==> config.mk <==
export PLATFORM = sky130hd
export DESIGN_NAME = tci_top
export DESIGN_NICKNAME = d
export VERILOG_FILES = /design/src/verilog/tci_pkg.sv /design/src/verilog/tci_tag_mem.sv /design/src/verilog/tci_top.sv
export SDC_FILE = /design/constraint.sdc
export NUM_CORES = 2
export LEC_CHECK = 0
export ABC_AREA = 1
export BUFFER_PORTS_ARGS = -buffer_cell sky130_fd_sc_hd__buf_2
export CAP_MARGIN = 25
export CORE_MARGIN = 4
export CORE_UTILIZATION = 50
export CTS_CLUSTER_SIZE = 14
export DETAILED_ROUTE_END_ITERATION = 8
export GPL_TIMING_DRIVEN = 0
export HOLD_SLACK_MARGIN = 0.12
export MAX_ROUTING_LAYER = met4
export PLACE_DENSITY = 0.73
export SLEW_MARGIN = 20
export SYNTH_ARGS = -nofsm -noshare
export SYNTH_HDL_FRONTEND = slang
export SYNTH_SLANG_ARGS = --single-unit
==> constraint.sdc <==
create_clock -name mclk_in -period 16.9 [get_ports mclk_in]
set_input_delay 5.07 -clock mclk_in [delete_from_list [all_inputs] [get_ports mclk_in]]
set_output_delay 5.07 -clock mclk_in [all_outputs]
set_load 0.02 [all_outputs]
==> src/verilog/tci_pkg.sv <==
// constants, field layouts and types shared by the translation cache invalidation block
package tci_pkg;

   ////////////////////////////////////////////////////////////////////////////
   // cached entry store geometry
   localparam int TCI_ENTRIES = 16;
   localparam int TCI_IDX_W = 4;
   localparam int TCI_PAGE_W = 52;
   localparam int TCI_PASID_W = 20;
   localparam int TCI_DID_W = 16;
   localparam int TCI_TAG_W = 91;

   // tag word layout: kind, second level flag, domain, pasid, page number
   localparam int TCI_TAG_PAGE_LSB = 0;
   localparam int TCI_TAG_PASID_LSB = 52;
   localparam int TCI_TAG_DID_LSB = 72;
   localparam int TCI_TAG_SL = 88;
   localparam int TCI_TAG_KIND_LSB = 89;

   // kinds of cached entries
   localparam logic [1:0] TCI_KIND_CTX = 2'h0;
   localparam logic [1:0] TCI_KIND_TLB = 2'h1;
   localparam logic [1:0] TCI_KIND_PSC = 2'h2;

   ////////////////////////////////////////////////////////////////////////////
   // descriptor type codes and granularity codes
   localparam logic [3:0] TCI_TYPE_TLB_FLUSH = 4'h2;
   localparam logic [3:0] TCI_TYPE_CTX_FLUSH = 4'h7;
   localparam logic [1:0] TCI_G_CTX_ALL = 2'h0;
   localparam logic [1:0] TCI_G_CTX_SEL = 2'h1;
   localparam logic [1:0] TCI_G_TLB_BAD = 2'h0;
   localparam logic [1:0] TCI_G_TLB_GLOBAL = 2'h1;
   localparam logic [1:0] TCI_G_TLB_DOMAIN = 2'h2;
   localparam logic [1:0] TCI_G_TLB_PAGE = 2'h3;

   // descriptor field positions within the 128-bit word
   localparam int TCI_F_TYPE_LSB = 0;
   localparam int TCI_F_G_LSB = 4;
   localparam int TCI_F_DW = 6;
   localparam int TCI_F_DR = 7;
   localparam int TCI_F_DID_LSB = 16;
   localparam int TCI_F_PASID_LSB = 32;
   localparam int TCI_F_AM_LSB = 64;
   localparam int TCI_F_IH = 70;
   localparam int TCI_F_ADDR_LSB = 76;
   localparam logic [6:0] TCI_PAGE_SHIFT = 7'h0C;

   ////////////////////////////////////////////////////////////////////////////
   // register byte offsets
   localparam logic [7:0] TCI_OFF_DESC0 = 8'h00;
   localparam logic [7:0] TCI_OFF_CMD = 8'h10;
   localparam logic [7:0] TCI_OFF_STATUS = 8'h14;
   localparam logic [7:0] TCI_OFF_CONFIG = 8'h18;
   localparam logic [7:0] TCI_OFF_WAIT = 8'h1C;
   localparam logic [7:0] TCI_OFF_ENT_TAG = 8'h20;
   localparam logic [7:0] TCI_OFF_ENT_PASID = 8'h24;
   localparam logic [7:0] TCI_OFF_ENT_PG_LO = 8'h28;
   localparam logic [7:0] TCI_OFF_ENT_PG_HI = 8'h2C;
   localparam logic [7:0] TCI_OFF_ENT_CTRL = 8'h30;
   localparam logic [7:0] TCI_OFF_VALID_MAP = 8'h34;

   // status bits
   localparam int TCI_ST_BUSY = 0;
   localparam int TCI_ST_INVALID = 1;
   localparam int TCI_ST_RD_DRAIN = 2;
   localparam int TCI_ST_WR_DRAIN = 3;
   localparam int TCI_ST_WAIT_DONE = 4;
   localparam int TCI_ST_WAIT_BUSY = 5;
   localparam int TCI_ST_FLUSH_CNT_LSB = 8;
   localparam int TCI_ST_HIT_CNT_LSB = 16;

   // config fields and reset value: flush required off, domain width 16, guest width 48
   localparam int TCI_CFG_WRITE_BUFFER_FLUSH_REQUIRED = 0;
   localparam int TCI_CFG_DIDW_LSB = 8;
   localparam int TCI_CFG_MAX_GUEST_ADDRESS_WIDTH_LSB = 16;
   localparam logic [31:0] TCI_CFG_RESET = 32'h0030_1000;
   localparam int TCI_CTRL_LOAD = 8;

   ////////////////////////////////////////////////////////////////////////////
   // timing
   localparam int TCI_CLK_PERIOD_NS = 10;
   localparam int TCI_WBF_TIME_NS = 40;
   localparam int TCI_DRAIN_TIME_NS = 80;
   localparam logic [7:0] TCI_WBF_CYCLES = 8'((TCI_WBF_TIME_NS + TCI_CLK_PERIOD_NS - 1) / TCI_CLK_PERIOD_NS);
   localparam logic [7:0] TCI_DRAIN_CYCLES = 8'((TCI_DRAIN_TIME_NS + TCI_CLK_PERIOD_NS - 1) / TCI_CLK_PERIOD_NS);

   // sequencer states
   typedef enum logic [4:0] {
      TCI_IDLE = 5'b00001,
      TCI_FLUSH = 5'b00010,
      TCI_READ = 5'b00100,
      TCI_CHECK = 5'b01000,
      TCI_DONE = 5'b10000
   } tci_state_type;

endpackage

==> src/verilog/tci_tag_mem.sv <==
// tag store of the cached translation entries, registered read port
`timescale 1ns/10ps
module tci_tag_mem (
   input wire logic mclk_in,
   input wire logic srst_in,
   input wire logic we_in,
   input wire logic [tci_pkg::TCI_IDX_W-1:0] waddr_in,
   input wire logic [tci_pkg::TCI_TAG_W-1:0] wdata_in,
   input wire logic [tci_pkg::TCI_IDX_W-1:0] raddr_in,
   output logic [tci_pkg::TCI_TAG_W-1:0] rdata_out
);
   import tci_pkg::*;

   logic [TCI_TAG_W-1:0] mem_reg [0:TCI_ENTRIES-1];

   // array itself carries no reset; validity lives in flops outside
   always_ff @(posedge mclk_in) begin
      if (we_in) begin
         mem_reg[waddr_in] <= wdata_in;
      end
   end

   // read data is a register, available the cycle after the address
   always_ff @(posedge mclk_in) begin
      if (srst_in) begin
         rdata_out <= '0;
      end else begin
         rdata_out <= mem_reg[raddr_in];
      end
   end

endmodule

==> src/verilog/tci_top.sv <==
// translation cache invalidation engine with a classic wishbone register slave
`timescale 1ns/10ps
module tci_top (
   input wire logic mclk_in,
   input wire logic srst_in,
   input wire logic wb_cyc_in,
   input wire logic wb_stb_in,
   input wire logic wb_we_in,
   input wire logic [7:0] wb_adr_in,
   input wire logic [3:0] wb_sel_in,
   input wire logic [31:0] wb_dat_in,
   output logic wb_ack_out,
   output logic [31:0] wb_dat_out,
   output logic busy_out,
   output logic wait_done_out
);
   import tci_pkg::*;

   ////////////////////////////////////////////////////////////////////////////
   // helpers

   // byte lane merge for writable registers
   function automatic logic [31:0] apply_sel(input logic [31:0] old_val, input logic [31:0] new_val,
                                             input logic [3:0] sel);
      logic [31:0] res;
      res = old_val;
      for (int b = 0; b < 4; b++) begin
         if (sel[b]) begin
            res[b*8 +: 8] = new_val[b*8 +: 8];
         end
      end
      return res;
   endfunction

   // command accepted only for a defined type and granularity
   function automatic logic desc_ok(input logic [127:0] d);
      logic [3:0] t;
      logic [1:0] g;
      t = d[TCI_F_TYPE_LSB +: 4];
      g = d[TCI_F_G_LSB +: 2];
      if (t == TCI_TYPE_CTX_FLUSH) begin
         return (g == TCI_G_CTX_ALL) || (g == TCI_G_CTX_SEL);
      end else if (t == TCI_TYPE_TLB_FLUSH) begin
         return g != TCI_G_TLB_BAD;
      end
      return 1'b0;
   endfunction

   // does one cached entry fall under the command; page granularity also drops first-level and context entries of the domain
   function automatic logic entry_hit(input logic [127:0] d, input logic [TCI_TAG_W-1:0] t,
                                      input logic [4:0] didw, input logic [6:0] max_guest_address_width);
      logic [15:0] dmask;
      logic [TCI_PAGE_W-1:0] pmask;
      logic [TCI_PAGE_W-1:0] rmask;
      logic did_eq;
      logic pasid_eq;
      logic in_rng;
      logic [1:0] kind;
      logic sl;
      logic [1:0] g;
      dmask = ~(16'hFFFF << didw);
      pmask = (max_guest_address_width > TCI_PAGE_SHIFT) ? ~({TCI_PAGE_W{1'b1}} << (max_guest_address_width - TCI_PAGE_SHIFT)) : '0;
      rmask = {TCI_PAGE_W{1'b1}} << d[TCI_F_AM_LSB +: 6];
      did_eq = ((t[TCI_TAG_DID_LSB +: TCI_DID_W] ^ d[TCI_F_DID_LSB +: TCI_DID_W]) & dmask) == 16'h0000;
      pasid_eq = t[TCI_TAG_PASID_LSB +: TCI_PASID_W] == d[TCI_F_PASID_LSB +: TCI_PASID_W];
      in_rng = ((t[TCI_TAG_PAGE_LSB +: TCI_PAGE_W] ^ d[TCI_F_ADDR_LSB +: TCI_PAGE_W]) & pmask & rmask) == '0;
      kind = t[TCI_TAG_KIND_LSB +: 2];
      sl = t[TCI_TAG_SL];
      g = d[TCI_F_G_LSB +: 2];
      if (d[TCI_F_TYPE_LSB +: 4] == TCI_TYPE_CTX_FLUSH) begin
         if (kind != TCI_KIND_CTX) begin
            return 1'b0;
         end
         if (g == TCI_G_CTX_ALL) begin
            return did_eq;
         end
         return did_eq && pasid_eq;
      end
      case (g)
         TCI_G_TLB_GLOBAL: begin
            return 1'b1;
         end
         TCI_G_TLB_DOMAIN: begin
            return did_eq;
         end
         TCI_G_TLB_PAGE: begin
            if (!did_eq) begin
               return 1'b0;
            end
            if (kind == TCI_KIND_TLB) begin
               return sl ? in_rng : 1'b1;
            end
            if (kind == TCI_KIND_PSC) begin
               return sl ? (in_rng && !d[TCI_F_IH]) : 1'b1;
            end
            return 1'b1;
         end
         default: begin
            return 1'b0;
         end
      endcase
   endfunction

   ////////////////////////////////////////////////////////////////////////////
   // bus decode

   logic wb_req;
   logic wb_wr;
   logic [7:0] wb_word;
   logic [31:0] desc_reg [0:3];
   logic [127:0] desc_all;
   logic [127:0] cmd_reg;
   logic [31:0] cfg_reg;
   logic [31:0] ent_tag_reg;
   logic [31:0] ent_pasid_reg;
   logic [31:0] ent_pg_lo_reg;
   logic [31:0] ent_pg_hi_reg;
   logic [TCI_ENTRIES-1:0] valid_reg;
   tci_state_type state_reg;
   logic [TCI_IDX_W-1:0] idx_reg;
   logic [7:0] timer_reg;
   logic [7:0] flush_cnt_reg;
   logic [7:0] hit_cnt_reg;
   logic invalid_reg;
   logic rd_drain_reg;
   logic wr_drain_reg;
   logic wait_busy_reg;
   logic [7:0] drain_timer_reg;
   logic [TCI_TAG_W-1:0] tag_rd;
   logic go_write;
   logic go_accept;
   logic wait_write;
   logic status_write;
   logic load_write;
   logic hit_now;
   logic drain_end;
   logic wait_finish;

   assign wb_req = wb_cyc_in && wb_stb_in && !wb_ack_out;
   assign wb_wr = wb_req && wb_we_in;
   assign wb_word = {wb_adr_in[7:2], 2'b00};
   assign desc_all = {desc_reg[3], desc_reg[2], desc_reg[1], desc_reg[0]};
   assign go_write = wb_wr && wb_word == TCI_OFF_CMD && wb_sel_in[0] && wb_dat_in[0];
   assign go_accept = go_write && state_reg == TCI_IDLE; // a go while busy is dropped
   assign wait_write = wb_wr && wb_word == TCI_OFF_WAIT && wb_sel_in[0] && wb_dat_in[0];
   assign status_write = wb_wr && wb_word == TCI_OFF_STATUS && wb_sel_in[0];
   assign load_write = wb_wr && wb_word == TCI_OFF_ENT_CTRL && wb_sel_in[1] && wb_dat_in[TCI_CTRL_LOAD];
   assign hit_now = state_reg == TCI_CHECK && valid_reg[idx_reg] &&
                    entry_hit(cmd_reg, tag_rd, cfg_reg[TCI_CFG_DIDW_LSB +: 5], cfg_reg[TCI_CFG_MAX_GUEST_ADDRESS_WIDTH_LSB +: 7]);
   assign drain_end = drain_timer_reg == 8'h01;
   assign wait_finish = wait_busy_reg && state_reg == TCI_IDLE && !rd_drain_reg && !wr_drain_reg &&
                        drain_timer_reg == 8'h00;

   // one-cycle ack; it drops the cycle after so back to back requests see a gap
   always_ff @(posedge mclk_in) begin
      if (srst_in) begin
         wb_ack_out <= 1'b0;
      end else begin
         wb_ack_out <= wb_req;
      end
   end

   // descriptor words are frozen while a command runs
   genvar gi;
   generate
      for (gi = 0; gi < 4; gi++) begin : g_desc
         always_ff @(posedge mclk_in) begin
            if (srst_in) begin
               desc_reg[gi] <= 32'h0000_0000;
            end else if (wb_wr && wb_word == TCI_OFF_DESC0 + 8'(4 * gi) && state_reg == TCI_IDLE) begin
               desc_reg[gi] <= apply_sel(desc_reg[gi], wb_dat_in, wb_sel_in);
            end
         end
      end
   endgenerate

   // configuration and entry staging registers
   always_ff @(posedge mclk_in) begin
      if (srst_in) begin
         cfg_reg <= TCI_CFG_RESET;
         ent_tag_reg <= 32'h0000_0000;
         ent_pasid_reg <= 32'h0000_0000;
         ent_pg_lo_reg <= 32'h0000_0000;
         ent_pg_hi_reg <= 32'h0000_0000;
      end else if (wb_wr) begin
         if (wb_word == TCI_OFF_CONFIG) begin
            cfg_reg <= apply_sel(cfg_reg, wb_dat_in, wb_sel_in);
         end
         if (wb_word == TCI_OFF_ENT_TAG) begin
            ent_tag_reg <= apply_sel(ent_tag_reg, wb_dat_in, wb_sel_in);
         end
         if (wb_word == TCI_OFF_ENT_PASID) begin
            ent_pasid_reg <= apply_sel(ent_pasid_reg, wb_dat_in, wb_sel_in);
         end
         if (wb_word == TCI_OFF_ENT_PG_LO) begin
            ent_pg_lo_reg <= apply_sel(ent_pg_lo_reg, wb_dat_in, wb_sel_in);
         end
         if (wb_word == TCI_OFF_ENT_PG_HI) begin
            ent_pg_hi_reg <= apply_sel(ent_pg_hi_reg, wb_dat_in, wb_sel_in);
         end
      end
   end

   ////////////////////////////////////////////////////////////////////////////
   // entry store

   tci_tag_mem u_tag_mem (
      .mclk_in(mclk_in),
      .srst_in(srst_in),
      .we_in(load_write),
      .waddr_in(wb_dat_in[TCI_IDX_W-1:0]),
      .wdata_in({ent_tag_reg[17:16], ent_tag_reg[18], ent_tag_reg[15:0], ent_pasid_reg[TCI_PASID_W-1:0],
                 ent_pg_hi_reg[19:0], ent_pg_lo_reg}),
      .raddr_in(idx_reg),
      .rdata_out(tag_rd)
   );

   // valid bits: a load in the same cycle as a walk clear wins
   always_ff @(posedge mclk_in) begin
      if (srst_in) begin
         valid_reg <= '0;
      end else begin
         valid_reg <= (valid_reg & ~(TCI_ENTRIES'(hit_now) << idx_reg)) |
                      (TCI_ENTRIES'(load_write) << wb_dat_in[TCI_IDX_W-1:0]);
      end
   end

   ////////////////////////////////////////////////////////////////////////////
   // command sequencer

   // latch the command so later descriptor edits cannot disturb the walk
   always_ff @(posedge mclk_in) begin
      if (srst_in) begin
         cmd_reg <= '0;
      end else if (go_accept) begin
         cmd_reg <= desc_all;
      end
   end

   // idle, optional write buffer flush, then two cycles per entry across the store
   always_ff @(posedge mclk_in) begin
      if (srst_in) begin
         state_reg <= TCI_IDLE;
      end else begin
         case (state_reg)
            TCI_IDLE: begin
               if (go_accept && desc_ok(desc_all)) begin
                  state_reg <= cfg_reg[TCI_CFG_WRITE_BUFFER_FLUSH_REQUIRED] ? TCI_FLUSH : TCI_READ;
               end
            end
            TCI_FLUSH: begin
               if (timer_reg == 8'h01) begin
                  state_reg <= TCI_READ;
               end
            end
            TCI_READ: begin
               state_reg <= TCI_CHECK;
            end
            TCI_CHECK: begin
               state_reg <= (idx_reg == TCI_IDX_W'(TCI_ENTRIES - 1)) ? TCI_DONE : TCI_READ;
            end
            TCI_DONE: begin
               state_reg <= TCI_IDLE;
            end
            default: begin
               state_reg <= TCI_IDLE;
            end
         endcase
      end
   end

   // walk index and flush timer
   always_ff @(posedge mclk_in) begin
      if (srst_in) begin
         idx_reg <= '0;
         timer_reg <= 8'h00;
      end else begin
         if (go_accept) begin
            idx_reg <= '0;
            timer_reg <= TCI_WBF_CYCLES;
         end else if (state_reg == TCI_CHECK) begin
            idx_reg <= idx_reg + 1'b1;
         end
         if (state_reg == TCI_FLUSH) begin
            timer_reg <= timer_reg - 8'h01;
         end
      end
   end

   // counters software can watch: write buffer flushes and entries dropped by the last command
   always_ff @(posedge mclk_in) begin
      if (srst_in) begin
         flush_cnt_reg <= 8'h00;
         hit_cnt_reg <= 8'h00;
      end else begin
         if (state_reg == TCI_FLUSH && timer_reg == 8'h01) begin
            flush_cnt_reg <= flush_cnt_reg + 8'h01;
         end
         if (go_accept) begin
            hit_cnt_reg <= 8'h00;
         end else if (hit_now) begin
            hit_cnt_reg <= hit_cnt_reg + 8'h01;
         end
      end
   end

   // invalid command flag, write one to clear, a new fault wins over the clear
   always_ff @(posedge mclk_in) begin
      if (srst_in) begin
         invalid_reg <= 1'b0;
      end else if (go_accept && !desc_ok(desc_all)) begin
         invalid_reg <= 1'b1;
      end else if (status_write && wb_dat_in[TCI_ST_INVALID]) begin
         invalid_reg <= 1'b0;
      end
   end

   ////////////////////////////////////////////////////////////////////////////
   // drain and wait

   // drain requests collect at the end of a TLB flush walk until a wait drains them
   always_ff @(posedge mclk_in) begin
      if (srst_in) begin
         rd_drain_reg <= 1'b0;
         wr_drain_reg <= 1'b0;
      end else begin
         if (state_reg == TCI_DONE && cmd_reg[TCI_F_TYPE_LSB +: 4] == TCI_TYPE_TLB_FLUSH && cmd_reg[TCI_F_DR]) begin
            rd_drain_reg <= 1'b1;
         end else if (drain_end) begin
            rd_drain_reg <= 1'b0;
         end
         if (state_reg == TCI_DONE && cmd_reg[TCI_F_TYPE_LSB +: 4] == TCI_TYPE_TLB_FLUSH && cmd_reg[TCI_F_DW]) begin
            wr_drain_reg <= 1'b1;
         end else if (drain_end) begin
            wr_drain_reg <= 1'b0;
         end
      end
   end

   // a wait holds until the engine is idle and every pending drain has run its time
   always_ff @(posedge mclk_in) begin
      if (srst_in) begin
         wait_busy_reg <= 1'b0;
         drain_timer_reg <= 8'h00;
      end else begin
         if (wait_write) begin
            wait_busy_reg <= 1'b1;
         end else if (wait_finish) begin
            wait_busy_reg <= 1'b0;
         end
         if (drain_timer_reg != 8'h00) begin
            drain_timer_reg <= drain_timer_reg - 8'h01;
         end else if (wait_busy_reg && state_reg == TCI_IDLE && (rd_drain_reg || wr_drain_reg)) begin
            drain_timer_reg <= TCI_DRAIN_CYCLES;
         end
      end
   end

   // completion flag and busy pins; completion wins over a clear in the same cycle
   always_ff @(posedge mclk_in) begin
      if (srst_in) begin
         wait_done_out <= 1'b0;
         busy_out <= 1'b0;
      end else begin
         if (wait_finish) begin
            wait_done_out <= 1'b1;
         end else if (status_write && wb_dat_in[TCI_ST_WAIT_DONE]) begin
            wait_done_out <= 1'b0;
         end
         busy_out <= (state_reg != TCI_IDLE && state_reg != TCI_DONE) || (go_accept && desc_ok(desc_all));
      end
   end

   ////////////////////////////////////////////////////////////////////////////
   // read data, registered alongside ack; unmapped words read zero

   always_ff @(posedge mclk_in) begin
      if (srst_in) begin
         wb_dat_out <= 32'h0000_0000;
      end else if (wb_req && !wb_we_in) begin
         case (wb_word)
            TCI_OFF_DESC0: wb_dat_out <= desc_reg[0];
            TCI_OFF_DESC0 + 8'h04: wb_dat_out <= desc_reg[1];
            TCI_OFF_DESC0 + 8'h08: wb_dat_out <= desc_reg[2];
            TCI_OFF_DESC0 + 8'h0C: wb_dat_out <= desc_reg[3];
            TCI_OFF_STATUS: begin
               wb_dat_out <= {8'h00, hit_cnt_reg, flush_cnt_reg, 2'b00, wait_busy_reg, wait_done_out,
                              wr_drain_reg, rd_drain_reg, invalid_reg, busy_out};
            end
            TCI_OFF_CONFIG: wb_dat_out <= cfg_reg;
            TCI_OFF_ENT_TAG: wb_dat_out <= ent_tag_reg;
            TCI_OFF_ENT_PASID: wb_dat_out <= ent_pasid_reg;
            TCI_OFF_ENT_PG_LO: wb_dat_out <= ent_pg_lo_reg;
            TCI_OFF_ENT_PG_HI: wb_dat_out <= ent_pg_hi_reg;
            TCI_OFF_VALID_MAP: wb_dat_out <= {16'h0000, valid_reg};
            default: wb_dat_out <= 32'h0000_0000;
         endcase
      end
   end

endmodule

# Yosys cells after proc, flatten, opt, wreduce, memory -nomap -nowiden

Memories as Yosys holds them, arrays and structs flattened. A register that Yosys moved wholly into a read port is not among the register bits.
Cells that the tools add are included.

Register bits after elaboration: 384
Memory bits (writable): 1584
Input port bits: 49
Memories kept: 2

Memory list:

| memory            | words | bits a word | read ports | clocked after memory_dff | write ports | RTL line          | text |
|---|---|---|---|---|---|---|---|
| u_tag_mem.mem_reg | 16    | 91          | 1          | 1                        | 1           | tci_tag_mem.sv:14 | `logic [TCI_TAG_W-1:0] mem_reg [0:TCI_ENTRIES-1];` |
| desc_reg          | 4     | 32          | 4          | 0                        | 4           | tci_top.sv:110    | `logic [31:0] desc_reg [0:3];` |

Add/sub/neg operators: 6
Magnitude comparators: 2
Eq/ne operators: 36
Shift operators: 5
Mux-type cells: 136
Bitwise logic cells: 14
Reductions and logical operators: 90

Operators with widths:

| operator                                             | count |
|---|---|
| 2-to-1 mux 8 bit                                     | 52 |
| one-hot mux 32 bit (11 select lines)                 | 1 |
| 2-to-1 mux 32 bit                                    | 4 |
| bitwise AND 52 bit                                   | 2 |
| 2-to-1 mux 1 bit                                     | 71 |
| AND reduction 3 bit                                  | 20 |
| zero test 52 bit                                     | 1 |
| 2-to-1 mux 52 bit                                    | 1 |
| inverter 52 bit                                      | 1 |
| << shifter 52 x 6 -> 52 bit (first input constant)   | 1 |
| << shifter 52 x 7 -> 52 bit (first input constant)   | 1 |
| bitwise XOR 52 bit                                   | 1 |
| logical AND 1 bit                                    | 43 |
| equality test 6 x 4 -> 1 bit (second input constant) | 6 |
| bitwise AND 16 bit                                   | 2 |
| inverter 16 bit                                      | 2 |
| << shifter 1 x 4 -> 16 bit                           | 2 |
| equality test 6 x 3 -> 1 bit (second input constant) | 4 |
| equality test 20 bit                                 | 1 |
| one-hot mux 5 bit (4 select lines)                   | 1 |
| nonzero test 2 bit                                   | 9 |
| adder 8 x 1 -> 8 bit (second input constant)         | 2 |
| equality test 8 x 1 -> 1 bit (second input constant) | 2 |
| zero test 16 bit                                     | 1 |
| other kinds (36)                                     | 58 |

# Longest topological paths before layout

Word-level depth: 24
Gate-level depth with buffers: 27

# Modules after synthesis

From an unflattened synthesis, not the netlist that was laid out.

Cell total of the unflattened synthesis: 8552
Area total of the unflattened synthesis: 85368.1 µm²

By module, submodules not included:

| module      | times used | cells an instance | area an instance (µm²) | sequential area each (µm²) |
|---|---|---|---|---|
| tci_tag_mem | 1          | 5802              | 63337.0                | 45543.7 |
| tci_top     | 1          | 2750              | 22031.1                | 11030.6 |

# Worst setup path after synthesis

No wires, ideal clock.

Path type: input -> register
From: input wb_cyc_in
To: memory u_tag_mem.mem_reg[11][0], enable pin
Data arrival time: 9.660 ns
Required time: 16.357 ns
Slack: 6.698 ns
Stages: 10
Path buffers: 0
Cells stage by stage: nand2_1 nor2_1 inv_1 nor2_1 inv_1 nor2_1 nand4_1 nor2_1 nand2_1 nor2_1

Longest elaborated chain between the ends: 8

Ends and longest elaborated chain:

| item                                   | RTL line          | text |
|---|---|---|
| start, declared                        | tci_top.sv:6      | `input wire logic wb_cyc_in,` |
| logical AND 1 bit (2 in a row)         | tci_top.sv:139    | `assign wb_req = wb_cyc_in && wb_stb_in && !wb_ack_out;` |
| logical AND 1 bit                      | tci_top.sv:140    | `assign wb_wr = wb_req && wb_we_in;` |
| logical AND 1 bit (3 in a row)         | tci_top.sv:147    | `assign load_write = wb_wr && wb_word == TCI_OFF_ENT_CTRL && wb_sel_in[1] && wb_dat_in[TCI_CTRL_LOAD];` |
| 2-to-1 mux 1 bit                       | tci_tag_mem.sv:18 | `if (we_in) begin` |
| 2-to-1 mux 1 bit (not written as such) | tci_tag_mem.sv:19 | `mem_reg[waddr_in] <= wdata_in;` |
| end, declared                          | tci_tag_mem.sv:14 |  |

No other way between the ends.

# Final worst setup path

From: input wb_cyc_in
To: register cmd_reg[116], read port of desc_reg

Longest elaborated chain between the ends: 7

Ends and longest elaborated chain:

| item                           | RTL line       | text |
|---|---|---|
| logical AND 1 bit (2 in a row) | tci_top.sv:139 |  |
| logical AND 1 bit              | tci_top.sv:140 |  |
| logical AND 1 bit (3 in a row) | tci_top.sv:143 | `assign go_write = wb_wr && wb_word == TCI_OFF_CMD && wb_sel_in[0] && wb_dat_in[0];` |
| logical AND 1 bit              | tci_top.sv:144 | `assign go_accept = go_write && state_reg == TCI_IDLE;` |
| end, declared                  | tci_top.sv:112 | `logic [127:0] cmd_reg;` |

No other way between the ends.
A chain may end at the register's enable or synchronous reset.

==> results_dict.tcl <==
set metrics [dict create \
    area_growth_pct 15.0 \
    cts_tree "yes" \
    synthFlopType "edfxtp_1" \
    wl_per_cell_um 31.9 \
    wirelength_um 300000 \
    violations "design-rule violations" \
    hold_viol 0 \
    cp-end-kind "flop" \
    synth_nets 6814 \
    ys_seq_area_frac 0.711 \
    via_per_inst 6.46 \
    insertion_delay_ns 0.86 \
    synth_edf_count 1584 \
    seqPwrFrac 0.538 \
    synth_area_per_cell_um2 11.8 \
    track_usage 0.366 \
    grt_pass1_vias 56000 \
    combinationalPowerShare 0.021 \
    path_class "primary input to flop" \
    cts.sinks 2034 \
    skew_ns 0.0457 \
    drive_above_1_share 0.0778 \
    status "finished with violations" \
    max-slew-margin-rel 0.152 \
    start_kind "primary input" \
    final_nets 7200 \
    min_period_over_period 0.475 \
    fin_cells 9399 \
    fmax_mhz 124 \
    synth_area_um2 79500 \
    max_stage_delay_ns 0.88 \
    drt_drc_violations_left 1 \
    dp_hpwl_um 219000 \
    holdCritPathClass "flop to flop" \
    row_count 146 \
    drtIter0Drc 11000 \
    drv_slew 0 \
    syn_inst 6753 \
    power_switching_uw 2120 \
    worstPathMaxFanout 10 \
    grt_pass1_wl_um 415000 \
    ys_types 52 \
    regArea_um2 56600 \
    synthArstFlopShare 0 \
    pwr-share-clk 0.441 \
    cpMostUsedCell "nor2_1" \
    yosysWarnings 0 \
    postRouteAntennaNets 0 \
    fp.dieH_um 407 \
    power_uw 9970 \
    critical_path.cell_chain "buf_2 -> nand2_1 -> nor2_1 -> inv_1 -> nor2_1 -> inv_1 -> nor2_1 -> inv_1 -> nor3_1 -> nand2_1 -> clkbuf_1 -> clkbuf_1 -> o21ai_0 -> nor2_1" \
    path_clk_slew_ns 0.07 \
    io_pins 84 \
    numCtsBuffers 195 \
    dieArea_um2 165000 \
    cpMaxStageDelayCell "clkbuf_1" \
    cts.repair.resized 0 \
    drv_cap 0 \
    gp_congestion 1.06 \
    die_w_um 407 \
    grt_antenna_before_repair 17 \
    crit_required_ns 17.69 \
    arrival_ns 8.82 \
    fp.coreArea_um2 158000 \
    clock-root-buffer "clkbuf_16" \
    period_minus_slack_ns 8.03 \
    grt_max_degree 24 \
    p_int_uw 7850 \
    cts_post_setup_buffers_inserted 0 \
    ir_drop_v 0.000115 \
    clock_path_buffers 3 \
    dp_cells 9010 \
    portBuffers 81 \
    h-tree-depth 4 \
    p_per_area_nw_per_um2 109 \
    synth_seq_cells 2034 \
    totalNegativeSetupSlack_ns 0 \
    fillCellCount 12600 \
    finish.utilization 0.578 \
    rsz0062_at_grt "no" \
    swShare 0.213 \
    largest_reg_flops 1456 \
    multi_input_area_um2 20400 \
    cts_hold_buf 0 \
    power_leakage_uw 0.0347 \
    routed-via-count 60800 \
    detail_route.first_pass.iterations 9 \
    setup_violations 0 \
    start_util 0.503 \
    worst_pin_slew_ns 1.27 \
    overflow 0 \
]
[metal layers]
metal  up-vias  wire length [um]  global-route usage
met4         0             22200               0.208
met1     29500            108000               0.472
met2      4818            128000               0.519
li1      25500                 -                   -
met3       936             42200               0.109
met5         -                 0                   -
[path summary, 6_finish.rpt]
kind	from	endpoint	slack (ns)	cells after the start
max	wb_cyc_in	cmd_reg[116]$_SDFFE_PP0P_	8.87	14
min	wb_dat_out[30]$_SDFFE_PP0P_	wb_dat_out[30]$_SDFFE_PP0P_	0.46	2
max reg2reg	idx_reg[0]$_SDFFE_PP0P_	u_tag_mem.rdata_out[6]$_SDFF_PP0_	12.18	10
min reg2reg	wb_dat_out[30]$_SDFFE_PP0P_	wb_dat_out[30]$_SDFFE_PP0P_	0.46	2
[synth_stat cells, types with 7 or more instances]
library cell / number / area (um2)
edfxtp_1: 1584 / 47600
nor2_1: 1168 / 4380
o21ai_0: 1001 / 5010
nand2_1: 493 / 1850
dfxtp_1: 450 / 9010
clkbuf_1: 406 / 1520
a21oi_1: 290 / 1450
o22ai_1: 237 / 1480
inv_1: 220 / 826
nand3_1: 159 / 796
o221ai_1: 156 / 1370
a31oi_1: 94 / 588
a211oi_1: 74 / 556
xor2_1: 54 / 473
a221oi_1: 49 / 429
o211ai_1: 37 / 278
xnor2_1: 33 / 289
clkinv_1: 32 / 120
nand4_1: 27 / 169
a22oi_1: 26 / 195
buf_1: 26 / 97.6
nor3_1: 17 / 85.1
a22o_1: 16 / 140
o2111ai_1: 13 / 114
ha_1: 12 / 150
buf_2: 11 / 55.1
or2_2: 9 / 56.3
nor4_1: 7 / 43.8
[power groups by stage]
stage	sequential (uW)	clock (uW)	combinational [uW]
2_1_floorplan	5460	0	109
4_1_cts	5360	4380	203
6_report	5360	4390	212
3_5_place_dp	5470	0	200
3_3_place_gp	5470	0	194
5_1_grt	5360	4590	223
[area by class of cell]
cell class / instances / area share
diodes: 16 / 0.000438
multi-input cells: 4010 / 0.223
plain buffers: 451 / 0.0195
flip-flops and latches: 2034 / 0.618
clock inverters: 103 / 0.0107
clock buffers: 266 / 0.0592
well taps: 2072 / 0.0283
inverters: 258 / 0.0106
repair buffers: 189 / 0.0302
[layout by cell type (no fill, tap or decap), drive strengths merged, types with 18 or more instances in the layout]
| master | instances |
|---|---|
| a211oi | 74 |
| a21oi | 290 |
| a221oi | 49 |
| a22oi | 26 |
| a31oi | 95 |
| buf | 233 |
| clkbuf | 673 |
| clkinv | 110 |
| dfxtp | 450 |
| edfxtp | 1584 |
| inv | 233 |
| nand2 | 499 |
| nand3 | 160 |
| nand4 | 27 |
| nor2 | 1173 |
| nor3 | 18 |
| o211ai | 37 |
| o21ai | 1005 |
| o221ai | 156 |
| o22ai | 237 |
| xnor2 | 33 |
| xor2 | 54 |
[metrics by stage]
step           setup WS [ns]  hold WS, ns  area, um2
5_1_grt                 8.96        0.485      91500
2_1_floorplan           6.70        0.427      79500
6_report                8.87        0.460      91500
3_5_place_dp            8.28        0.454      85000
4_1_cts                 9.17        0.463      91400
3_3_place_gp            2.11        0.443      82500
[worst max-delay path, delay by kind of cell]
kind | cells | cell delay [ns]
AO/OA/AOI/OAI | 1 | 0.37
buffers and inverters | 6 | 2.48
AND/OR/NAND/NOR | 7 | 0.88
[logic make-up after synthesis]
family          Yosys count  synth area share
fa+ha+maj                12           0.00189
compound gates         2009             0.148
flops                  2034             0.711
simple gates           1902            0.0952
xor+xnor                 87           0.00958
buf+inv                 709            0.0343
Power figures use the tool's default switching activity.
